File: config.mk
export PLATFORM = sky130hd
export DESIGN_NAME = ebps_top
export DESIGN_NICKNAME = d
export VERILOG_FILES = /design/src/ebps_sync.v /design/src/ebps_step_div.v /design/src/ebps_top.v
export VERILOG_INCLUDE_DIRS = /design/src /design/src/src
export SDC_FILE = /design/constraint.sdc
export NUM_CORES = 1
export LEC_CHECK = 0
export ABC_AREA = 1
export BUFFER_PORTS_ARGS = -buffer_cell sky130_fd_sc_hd__buf_2
export CAP_MARGIN = 0
export CORE_ASPECT_RATIO = 1.1
export CORE_UTILIZATION = 45
export CTS_CLUSTER_SIZE = 28
export DETAILED_ROUTE_END_ITERATION = 12
export MAX_ROUTING_LAYER = met4
export PLACE_DENSITY = 0.65
export SLEW_MARGIN = 20
export SYNTH_ARGS = -nofsm -noshare
export SYNTH_HDL_FRONTEND = slang
export SYNTH_HIERARCHICAL = 1
export SYNTH_SLANG_ARGS = --single-unit
File: constraint.sdc
create_clock -name pclk -period 2 [get_ports pclk]
set_input_delay 0.5 -clock pclk [delete_from_list [all_inputs] [get_ports pclk]]
set_output_delay 0.5 -clock pclk [all_outputs]
set_load 0.01 [all_outputs]
File: src/ebps_defines.vh
// Purpose: Register offsets, field positions, reset values and timing counts
//          of the external bus phase sequencer.
// Assumes: 250 MHz APB clock; 32-bit APB data, one register per aligned word.
// Notes:   Definitions only; included by bare name.
`ifndef EBPS_DEFINES_VH
`define EBPS_DEFINES_VH

// ****************************************************************
// Register offsets (byte addresses)
// ****************************************************************
`define EBPS_OFS_CTRL 8'h00
`define EBPS_OFS_TIMING 8'h04
`define EBPS_OFS_DIV 8'h08
`define EBPS_OFS_CMD 8'h0c
`define EBPS_OFS_ADDR 8'h10
`define EBPS_OFS_WDATA 8'h14
`define EBPS_OFS_RDATA 8'h18
`define EBPS_OFS_STATUS 8'h1c

// ****************************************************************
// Control register fields
// ****************************************************************
`define EBPS_CTRL_RDY_EN 0
`define EBPS_CTRL_RDY_POL 1
`define EBPS_CTRL_RDY_ASYNC 2
`define EBPS_CTRL_REFERENCE_BUS_CLOCK_OUTPUT_EN 3
`define EBPS_CTRL_W 4
`define EBPS_CTRL_RST 4'h0

// ****************************************************************
// Chip select timing configuration fields
// ****************************************************************
`define EBPS_T_AB 0
`define EBPS_T_ABX_LSB 1
`define EBPS_T_CMD_LSB 3
`define EBPS_T_WSU 5
`define EBPS_T_ACC_LSB 6
`define EBPS_T_HOLD_LSB 11
`define EBPS_T_W 13
`define EBPS_TIMING_RST 13'h0000
`define EBPS_DIV_RST 8'h00

// ****************************************************************
// Status fields and bus geometry
// ****************************************************************
`define EBPS_ST_BUSY 0
`define EBPS_ST_DONE 1
`define EBPS_ST_PH_LSB 2
`define EBPS_WIN_LSB 20
`define EBPS_WIN_W 4

// ****************************************************************
// Timing: least distance between bus signal transitions
// ****************************************************************
`define EBPS_CLK_PERIOD_PS 4000
`define EBPS_MIN_GAP_PS 12500
`define EBPS_MIN_STEP_CYC ((`EBPS_MIN_GAP_PS + `EBPS_CLK_PERIOD_PS - 1) / `EBPS_CLK_PERIOD_PS)

`endif

File: src/ebps_sync.v
// Purpose: Two flip-flop synchroniser for pin inputs.
// Assumes: Inputs asynchronous to clk.
// Notes:   First stage feeds only the second stage.
`timescale 1ns/1ps
`default_nettype none

module ebps_sync #(
	parameter WIDTH = 1
) (
	input wire clk,
	input wire rst_n,
	input wire [WIDTH-1:0] d,
	output reg [WIDTH-1:0] q
);

	reg [WIDTH-1:0] meta_q;

	always @(posedge clk or negedge rst_n) begin
		if (!rst_n) begin
			meta_q <= {WIDTH{1'b0}};
			q <= {WIDTH{1'b0}};
		end else begin
			meta_q <= d;
			q <= meta_q;
		end
	end

endmodule // ebps_sync

`default_nettype wire

File: src/ebps_step_div.v
// Purpose: Divider producing the one-cycle timing step enable.
// Assumes: One clock; clr restarts the step grid.
// Notes:   A step never gets shorter than MIN_CYC clocks.
`timescale 1ns/1ps
`default_nettype none

module ebps_step_div #(
	parameter MIN_CYC = 4
) (
	input wire clk,
	input wire rst_n,
	input wire clr,
	input wire [7:0] div,
	output reg step
);

	localparam integer MIN_LOAD_I = MIN_CYC - 1;
	localparam [7:0] MIN_LOAD = MIN_LOAD_I[7:0];

	reg [7:0] cnt_q;
	wire [7:0] load = (div < MIN_LOAD) ? MIN_LOAD : div;

	always @(posedge clk or negedge rst_n) begin
		if (!rst_n) begin
			cnt_q <= 8'h00;
			step <= 1'b0;
		end else if (clr) begin
			cnt_q <= load;
			step <= 1'b0;
		end else if (cnt_q == 8'h00) begin
			cnt_q <= load;
			step <= 1'b1;
		end else begin
			cnt_q <= cnt_q - 8'h01;
			step <= 1'b0;
		end
	end

endmodule // ebps_step_div

`default_nettype wire

File: src/ebps_top.v
// Purpose: Sequencer for cycles on the external parallel bus, programmed over APB.
// Assumes: pclk at 250 MHz; bus pins sampled through two flip-flops.
// Notes:   Zero-wait APB slave; one bus cycle at a time.
`timescale 1ns/1ps
`default_nettype none
`include "ebps_defines.vh"

// Contract
// - Five phases in fixed order per cycle
// - Phase lengths come from timing configuration
// - Optional ready handshake stretches access phase
// - Setup one-two steps, plus zero-three on window change
// - Command 0-3, write setup 0-1, access 1-32
// - Hold phase zero to three steps
// - Bus transitions within a cycle at least 12.5 ns apart; select can rise and fall again one pclk apart between cycles
// - System clock routed out with fast driver
// - Ready polarity selectable by software
// - Asynchronous ready gets extra synchroniser stage
// - Ready inactive waits, active ends access phase
// - Read data captured when read strobe rises
module ebps_top #(
	parameter ADDR_W = 24,
	parameter DATA_W = 16
) (
	input wire pclk,
	input wire presetn,
	input wire psel,
	input wire penable,
	input wire pwrite,
	input wire [7:0] paddr,
	input wire [31:0] pwdata,
	output reg [31:0] prdata,
	output wire pready,
	output wire pslverr,
	output reg [ADDR_W-1:0] bus_addr,
	output reg [DATA_W-1:0] bus_wdata,
	output reg bus_data_oe_n,
	input wire [DATA_W-1:0] bus_rdata_in,
	output reg bus_cs_n,
	output reg bus_rd_n,
	output reg bus_wr_n,
	input wire bus_ready_in,
	output wire external_clock_output_pin,
	output reg ext_clk_hs_drv_en
);

	// ****************************************************************
	// Phase states
	// ****************************************************************
	localparam [5:0] ST_IDLE = 6'h01;
	localparam [5:0] ST_AB = 6'h02;
	localparam [5:0] ST_C = 6'h04;
	localparam [5:0] ST_D = 6'h08;
	localparam [5:0] ST_E = 6'h10;
	localparam [5:0] ST_F = 6'h20;

	// ****************************************************************
	// Decode helpers
	// ****************************************************************
	function addr_hit;
		input [7:0] a;
		begin
			case (a)
				`EBPS_OFS_CTRL, `EBPS_OFS_TIMING, `EBPS_OFS_DIV, `EBPS_OFS_CMD,
				`EBPS_OFS_ADDR, `EBPS_OFS_WDATA, `EBPS_OFS_RDATA,
				`EBPS_OFS_STATUS: addr_hit = 1'b1;
				default: addr_hit = 1'b0;
			endcase
		end
	endfunction

	// Next phase after ph; phases of zero length are passed over
	function [5:0] next_phase;
		input [5:0] ph;
		input [`EBPS_T_W-1:0] t;
		begin
			case (ph)
				ST_AB: begin
					if (t[`EBPS_T_CMD_LSB +: 2] != 2'h0)
						next_phase = ST_C;
					else if (t[`EBPS_T_WSU])
						next_phase = ST_D;
					else
						next_phase = ST_E;
				end
				ST_C: next_phase = t[`EBPS_T_WSU] ? ST_D : ST_E;
				ST_D: next_phase = ST_E;
				ST_E: next_phase = (t[`EBPS_T_HOLD_LSB +: 2] != 2'h0) ? ST_F : ST_IDLE;
				default: next_phase = ST_IDLE;
			endcase
		end
	endfunction

	// Length in timing steps of phases C to F
	function [5:0] phase_len;
		input [5:0] ph;
		input [`EBPS_T_W-1:0] t;
		begin
			case (ph)
				ST_C: phase_len = {4'h0, t[`EBPS_T_CMD_LSB +: 2]};
				ST_D: phase_len = {5'h00, t[`EBPS_T_WSU]};
				ST_E: phase_len = {1'b0, t[`EBPS_T_ACC_LSB +: 5]} + 6'h01;
				ST_F: phase_len = {4'h0, t[`EBPS_T_HOLD_LSB +: 2]};
				default: phase_len = 6'h00;
			endcase
		end
	endfunction

	// ****************************************************************
	// Registers
	// ****************************************************************
	reg [`EBPS_CTRL_W-1:0] ctrl_q;
	reg [`EBPS_T_W-1:0] timing_q;
	reg [`EBPS_T_W-1:0] cur_t_q;
	reg [7:0] div_q;
	reg rw_q;
	reg [ADDR_W-1:0] addr_q;
	reg [DATA_W-1:0] wdata_q;
	reg [DATA_W-1:0] rdata_q;
	reg done_q;
	reg [`EBPS_WIN_W-1:0] last_win_q;
	reg win_valid_q;
	reg [5:0] st_q;
	reg [5:0] st_d;
	reg [5:0] cnt_q;
	reg [5:0] cnt_d;
	reg cyc_end;
	reg capture;
	reg ready_x_q;
	reg [31:0] rd_mux;

	wire apb_setup = psel & ~penable;
	wire apb_acc = psel & penable;
	wire hit = addr_hit(paddr);
	wire apb_wr = apb_acc & pwrite & hit;
	wire busy = (st_q != ST_IDLE);
	wire start = apb_wr & (paddr == `EBPS_OFS_CMD) & ~busy;
	wire done_clr = apb_wr & (paddr == `EBPS_OFS_STATUS) & pwdata[`EBPS_ST_DONE];
	wire [`EBPS_WIN_W-1:0] new_win = addr_q[`EBPS_WIN_LSB +: `EBPS_WIN_W];
	wire win_chg = ~win_valid_q | (new_win != last_win_q);
	wire step;

	// Setup phase: base one or two steps, window change adds up to three
	wire [5:0] ab_len = {5'h00, timing_q[`EBPS_T_AB]} + 6'h01 +
		(win_chg ? {4'h0, timing_q[`EBPS_T_ABX_LSB +: 2]} : 6'h00);

	assign pready = 1'b1;
	assign pslverr = apb_acc & ~hit;

	// ****************************************************************
	// Pin inputs and ready handshake
	// ****************************************************************
	wire [DATA_W:0] pins_s;
	wire ready_s = pins_s[DATA_W];
	wire [DATA_W-1:0] rdata_s = pins_s[DATA_W-1:0];

	ebps_sync #(
		.WIDTH(DATA_W + 1)
	) u_sync (
		.clk(pclk),
		.rst_n(presetn),
		.d({bus_ready_in, bus_rdata_in}),
		.q(pins_s)
	);

	// Async ready takes one more stage; costs at most one waitstate
	always @(posedge pclk or negedge presetn) begin
		if (!presetn)
			ready_x_q <= 1'b0;
		else
			ready_x_q <= ready_s;
	end

	wire ready_lvl = ctrl_q[`EBPS_CTRL_RDY_ASYNC] ? ready_x_q : ready_s;
	wire ready_act = (ready_lvl == ctrl_q[`EBPS_CTRL_RDY_POL]);

	// ****************************************************************
	// Timing step grid
	// ****************************************************************
	ebps_step_div #(
		.MIN_CYC(`EBPS_MIN_STEP_CYC)
	) u_step (
		.clk(pclk),
		.rst_n(presetn),
		.clr(start),
		.div(div_q),
		.step(step)
	);

	// ****************************************************************
	// Phase sequencer
	// ****************************************************************
	always @* begin
		st_d = st_q;
		cnt_d = cnt_q;
		cyc_end = 1'b0;
		capture = 1'b0;
		case (st_q)
			ST_IDLE: begin
				if (start) begin
					st_d = ST_AB;
					cnt_d = ab_len;
				end
			end
			ST_AB, ST_C, ST_D, ST_E, ST_F: begin
				if (step) begin
					if (cnt_q > 6'h01) begin
						cnt_d = cnt_q - 6'h01;
					end else if ((st_q == ST_E) && ctrl_q[`EBPS_CTRL_RDY_EN] && !ready_act) begin
						cnt_d = cnt_q;
					end else begin
						st_d = next_phase(st_q, cur_t_q);
						cnt_d = phase_len(st_d, cur_t_q);
						capture = (st_q == ST_E) & rw_q;
						cyc_end = (st_d == ST_IDLE);
					end
				end
			end
			default: begin
				st_d = ST_IDLE;
				cnt_d = 6'h00;
			end
		endcase
	end

	always @(posedge pclk or negedge presetn) begin
		if (!presetn) begin
			st_q <= ST_IDLE;
			cnt_q <= 6'h00;
			cur_t_q <= `EBPS_TIMING_RST;
			last_win_q <= {`EBPS_WIN_W{1'b0}};
			win_valid_q <= 1'b0;
		end else begin
			st_q <= st_d;
			cnt_q <= cnt_d;
			if (start) begin
				// Snapshot so mid-cycle timing writes cannot bend a running cycle
				cur_t_q <= timing_q;
				last_win_q <= new_win;
				win_valid_q <= 1'b1;
			end
		end
	end

	// ****************************************************************
	// Bus pins
	// ****************************************************************
	always @(posedge pclk or negedge presetn) begin
		if (!presetn) begin
			bus_addr <= {ADDR_W{1'b0}};
			bus_wdata <= {DATA_W{1'b0}};
			bus_data_oe_n <= 1'b1;
			bus_cs_n <= 1'b1;
			bus_rd_n <= 1'b1;
			bus_wr_n <= 1'b1;
			rdata_q <= {DATA_W{1'b0}};
		end else begin
			// Address stays put after the cycle, covering the hold phase
			if (start) begin
				bus_addr <= addr_q;
				bus_wdata <= wdata_q;
			end
			bus_cs_n <= (st_d == ST_IDLE);
			bus_rd_n <= ~(rw_q & (st_d == ST_E));
			bus_wr_n <= ~(~rw_q & (st_d == ST_E));
			bus_data_oe_n <= ~(~rw_q & ((st_d == ST_D) | (st_d == ST_E) | (st_d == ST_F)));
			if (capture)
				rdata_q <= rdata_s;
		end
	end

	// Reference clock is the system clock itself, not a divided copy
	assign external_clock_output_pin = pclk;

	// ****************************************************************
	// APB register file
	// ****************************************************************
	always @(posedge pclk or negedge presetn) begin
		if (!presetn) begin
			ctrl_q <= `EBPS_CTRL_RST;
			timing_q <= `EBPS_TIMING_RST;
			div_q <= `EBPS_DIV_RST;
			rw_q <= 1'b0;
			addr_q <= {ADDR_W{1'b0}};
			wdata_q <= {DATA_W{1'b0}};
			done_q <= 1'b0;
			ext_clk_hs_drv_en <= 1'b0;
		end else begin
			ext_clk_hs_drv_en <= ctrl_q[`EBPS_CTRL_REFERENCE_BUS_CLOCK_OUTPUT_EN];
			if (apb_wr) begin
				case (paddr)
					`EBPS_OFS_CTRL: ctrl_q <= pwdata[`EBPS_CTRL_W-1:0];
					`EBPS_OFS_TIMING: timing_q <= pwdata[`EBPS_T_W-1:0];
					`EBPS_OFS_DIV: div_q <= pwdata[7:0];
					`EBPS_OFS_CMD: if (!busy) rw_q <= pwdata[0];
					`EBPS_OFS_ADDR: if (!busy) addr_q <= pwdata[ADDR_W-1:0];
					`EBPS_OFS_WDATA: if (!busy) wdata_q <= pwdata[DATA_W-1:0];
					default: ;
				endcase
			end
			// Completion beats a simultaneous clear
			if (cyc_end)
				done_q <= 1'b1;
			else if (done_clr)
				done_q <= 1'b0;
		end
	end

	always @* begin
		rd_mux = 32'h00000000;
		case (paddr)
			`EBPS_OFS_CTRL: rd_mux[`EBPS_CTRL_W-1:0] = ctrl_q;
			`EBPS_OFS_TIMING: rd_mux[`EBPS_T_W-1:0] = timing_q;
			`EBPS_OFS_DIV: rd_mux[7:0] = div_q;
			`EBPS_OFS_CMD: rd_mux[0] = rw_q;
			`EBPS_OFS_ADDR: rd_mux[ADDR_W-1:0] = addr_q;
			`EBPS_OFS_WDATA: rd_mux[DATA_W-1:0] = wdata_q;
			`EBPS_OFS_RDATA: rd_mux[DATA_W-1:0] = rdata_q;
			`EBPS_OFS_STATUS: begin
				rd_mux[`EBPS_ST_BUSY] = busy;
				rd_mux[`EBPS_ST_DONE] = done_q;
				rd_mux[`EBPS_ST_PH_LSB +: 6] = st_q;
			end
			default: rd_mux = 32'h00000000;
		endcase
	end

	// Read data registered in the setup cycle, stable through access
	always @(posedge pclk or negedge presetn) begin
		if (!presetn)
			prdata <= 32'h00000000;
		else if (apb_setup & ~pwrite)
			prdata <= rd_mux;
	end

endmodule // ebps_top

`default_nettype wire

# --- Word level (Yosys, flattened, before mapping) ---
# Memories as Yosys holds them, arrays and structs flattened.
# Cells that the tools add are included.
word_totals:
  regBits: 226
  romBits: 32
  inputBits: 62
  output_inout_bits: 80
  wordCells: 148
  memories: 1
memory_table:
  columns: ["memory", "words", "word_bits", "read_ports", "rd_ports_with_merged_regs", "write_ports", "line_no", "source"]
  rows:
  - ["(no name shown)", 32, 1, 1, 0, 0, "ebps_top.v:63", "case (a)"]
classes:
  add_sub_neg: 5
  magnitude_cmp: 2
  eq_ne: 28
  mux: 43
  bitwise: 26
  reduce_logical: 17
ops:
  columns: ["operator", "n"]
  rows:
  - ["two-way mux 6 bit", 13]
  - ["case mux 6 bit (4 select lines)", 2]
  - ["equality test 8 x 5 -> 1 bit, second input constant", 4]
  - ["two-way mux 8 bit", 4]
  - ["case mux 4 bit (6 select lines)", 1]
  - ["case mux 6 bit (2 select lines)", 2]
  - ["case mux 3 bit (7 select lines)", 1]
  - ["case mux 5 bit (4 select lines)", 1]
  - ["equality test 6 x 1 -> 1 bit, second input constant", 3]
  - ["equality test 6 x 4 -> 1 bit, second input constant", 3]
  - ["equality test 6 x 5 -> 1 bit, second input constant", 3]
  - ["equality test 6 bit, second input constant", 3]
  - ["equality test 8 x 4 -> 1 bit, second input constant", 2]
  - ["zero test 8 bit", 2]
  - ["bitwise AND 1 bit", 14]
  - ["two-way mux 1 bit", 14]
  - ["equality test 6 x 3 -> 1 bit, second input constant", 2]
  - ["AND reduction 3 bit", 4]
  - ["two-way mux 5 bit", 2]
  - ["NOT 1 bit", 9]
  - ["case mux 3 bit (3 select lines)", 1]
  - ["equality test 8 x 3 -> 1 bit, second input constant", 1]
  - ["less-than comparator 8 x 2 -> 1 bit, second input constant", 1]
  - ["case mux 1 bit (8 select lines)", 1]
  - ["other kinds (21)", 28]

# --- Depth between registers and ports, before layout ---
logic_depth:
  word_depth: 17
  ltp_mapped: 12
  mapped_depth_nobuf: 12

# --- Cells and area by module ---
# Netlist, hierarchy kept.
modules_own_cells:
  columns: ["mod", "instances", "cells_each", "area_each_um2", "seq_area_each_um2"]
  rows:
  - ["ebps_top", 1, 960, 8110.3, 4410.5]
  - ["ebps_sync", 1, 34, 850.8, 850.8]
  - ["ebps_step_div", 1, 79, 565.5, 225.2]

==> run_results.csv <==
group,metric,value,unit
sta,skew,0.0178,ns
cts,cts_tree,"done",
pwr,vdd_drop_max,0.000709,V
synthesis,avgSynthCellArea,8.88,µm²
pwr,p_leak,6.01,nW
final_layout,nNetsFinal,1319,
synthesis,postSynthCellCount,1073,
detailed_routing,dr.pass1.iters,7,
sta,hold_viol,0,
final_layout,final_cell_mix,"nand2_1, dfrtp_1, inv_1",
placement,gp_congestion,0.902,
global_route,antenna_found_initial,0,
sta,slew_violations,0,
cts,clock_latency,0.63,ns
floorplanning,die_w,141,µm
setup_path,endpoint_kind,"output pin",
final_layout,syn_to_final_growth,23.3,%
sta,worst_slack,0.129,ns
detailed_routing,wl,23.0,mm
detailed_routing,route.detailed.drc,0,
hold_path,hold_class,"input pin to flip-flop",
floorplanning,rows,55,
pwr,finalPower,9.51,mW
detailed_routing,vias_per_cell,4.92,
final_layout,seq_area,5490,µm²
global_route,first_global_vias,7243,
run_status,status,"complete, no violations",
synthesis,synth-seq-area-share,57.6,%
floorplanning,dieArea,21800,µm²
global_route,grt_usage,22.9,%
placement,io_buffers,124,
placement,post-place-ws,-0.00422,ns
setup_path,cp.required,1.50,ns
final_layout,final_common_cell,"nand2_1",
floorplanning,fp.dieH,155,µm
pwr,power_density,810,nW/µm²
synthesis,synth_edf_count,0,
detailed_routing,avgRoutedWirePerCell,15.2,µm
synthesis,syn-cell-area,9530,µm²
job,maxCapViolations,0,
placement,hpwl,16.5,mm
final_layout,final_util,56.9,%
setup_path,cp_slowest_cell,"clkbuf_16",
setup_path,startpoint_type,"clock port",
floorplanning,core,20600,µm²
detailed_routing,drtIter0Drc,502,
setup_path,critical-path-top-delay-family,"buffers and inverters",
detailed_routing,ant_nets,0,
setup_path,critPathKind,"clock port to output pin",
global_route,grt_max_degree,56,
global_route,grt.overflow.total,0,
setup_path,critical_path.max_fanout,2,
global_route,grt_pass1_wl,37.5,mm
synthesis,ys_warn_count,6,
final_layout,multi_input_area,3290,µm²
cts,cts_setup_buffers,0,
final_layout,drive_above_1_share,20.7,%
synthesis,synth-seq-cells,219,
setup_path,crit_chain,"clkbuf_16 -> clkbuf_16 -> buf_2",
setup_path,critPathBufInv,3,
synthesis,ys_types,46,
synthesis,synthFlopType,"dfrtp_1",
floorplanning,initial_utilization,46.1,%
setup_path,critical-path-max-stage-delay,0.13,ns
detailed_routing,num_vias,7477,
final_layout,fillerInstances,1836,
sta,finalSetupViolCount,0,
setup_path,critical_path_arrival,1.37,ns
setup_path,cp_common_cell,"clkbuf_16",
cts,worst_setup_hold_path_clk_slew,0.06,ns
synthesis,async_flop_share,100,%
floorplanning,ios,142,
sta,fin_setup_tns,0,ns
final_layout,diodes,0,
-- layer usage --
metal | GRT usage [%] | wire length, µm | vias up
met5 | - | 0 | -
met4 | 9.37 | 760 | 0
met3 | 3.07 | 909 | 43
met2 | 36.3 | 10900 | 172
met1 | 29.9 | 10500 | 3515
li1 | - | - | 3747
-- where the power goes --
part / total [mW] / internal [mW] / switching (mW)
sequential: 4.56 / 4.51 / 0.0508
combinational: 0.409 / 0.160 / 0.249
clock: 4.54 / 2.77 / 1.77
-- cell usage after synthesis (all sizes together) (2+ instances only) --
| library cell | instances | area [µm²] |
|---|---|---|
| a21oi | 10 | 57.6 |
| buf | 35 | 264 |
| clkbuf | 12 | 45.0 |
| conb | 2 | 7.51 |
| dfrtp | 214 | 5360 |
| dfstp | 5 | 131 |
| ha | 7 | 87.6 |
| inv | 134 | 503 |
| nand2 | 312 | 1190 |
| nand3 | 51 | 283 |
| nand3b | 5 | 37.5 |
| nand4 | 4 | 25.0 |
| nor2 | 63 | 272 |
| nor3 | 9 | 78.8 |
| o21ai | 164 | 843 |
| o21bai | 2 | 15.0 |
| o22ai | 14 | 87.6 |
| o31ai | 7 | 52.6 |
| xnor2 | 4 | 35.0 |
| xor2 | 6 | 52.6 |
-- registers in the layout, summed over array words and instances, names as in the netlist, 4 cells and up --
name,flops
u_sync/meta_q,17
ctrl_q,4
u_step/cnt_q,8
bus_addr,20
cur_t_q,10
u_sync/q,17
rdata_q,16
st_q,6
prdata,24
bus_wdata,16
last_win_q,4
timing_q,13
addr_q,24
div_q,8
wdata_q,16
cnt_q,6
-- layout make-up --
class	count	share of cell area, %
Inverter	135	4.32
Timing Repair Buffer	188	11.1
Clock buffer	37	6.50
Multi-Input combinational cell	679	28.0
Tap cell	256	2.73
Sequential cell	219	46.7
Clock inverter	6	0.597
-- what timing repair did --
item,CTS,global route
hold buffers,18,0
resized for setup,0,9
setup endpoints to repair,0,6
hold endpoints to repair,63,0
-- kinds of logic after synthesis --
kind of cell,after synthesis,share of synthesized area [%]
AOI/OAI and AO/OA,204,11.7
xor gates and xnor gates,10,0.919
adders and majority gates,7,0.919
buffers and inverters,182,8.56
DFF,219,57.6
muxes,1,0.158
other,2,0.0788
and+or+nand+nor,448,20.1
-- worst paths after layout --
kind                       depth (start not counted)  slack, ns                         to                       start
hold / removal                                     2        0.1     addr_q[22]$_DFFE_PN0P_                  pwdata[22]
setup reg to reg                                   7       0.17       cnt_q[0]$_DFFE_PN0P_   last_win_q[0]$_DFFE_PN0P_
setup / recovery                                   3       0.13  external_clock_output_pin                        pclk
hold reg to reg                                    0       0.35      u_sync/q[0]$_DFF_PN0_  u_sync/meta_q[0]$_DFF_PN0_
max in group asynchronous                          3       0.99    rdata_q[10]$_DFFE_PN0P_                     presetn
min in group asynchronous                          2       0.38   bus_addr[19]$_DFFE_PN0P_                     presetn
-- through the flow --
stage	hold WS (ns)	cell area [µm²]	cells
after CTS	0.0812	11700	1520
after floorplan	0.204	9550	1080
final	0.0990	11700	1520
after global placement	0.331	10700	1460
after global routing	0.0896	11700	1520
after detailed placement	0.335	10700	1460
Note: power is estimated with default switching activity, not from simulation.
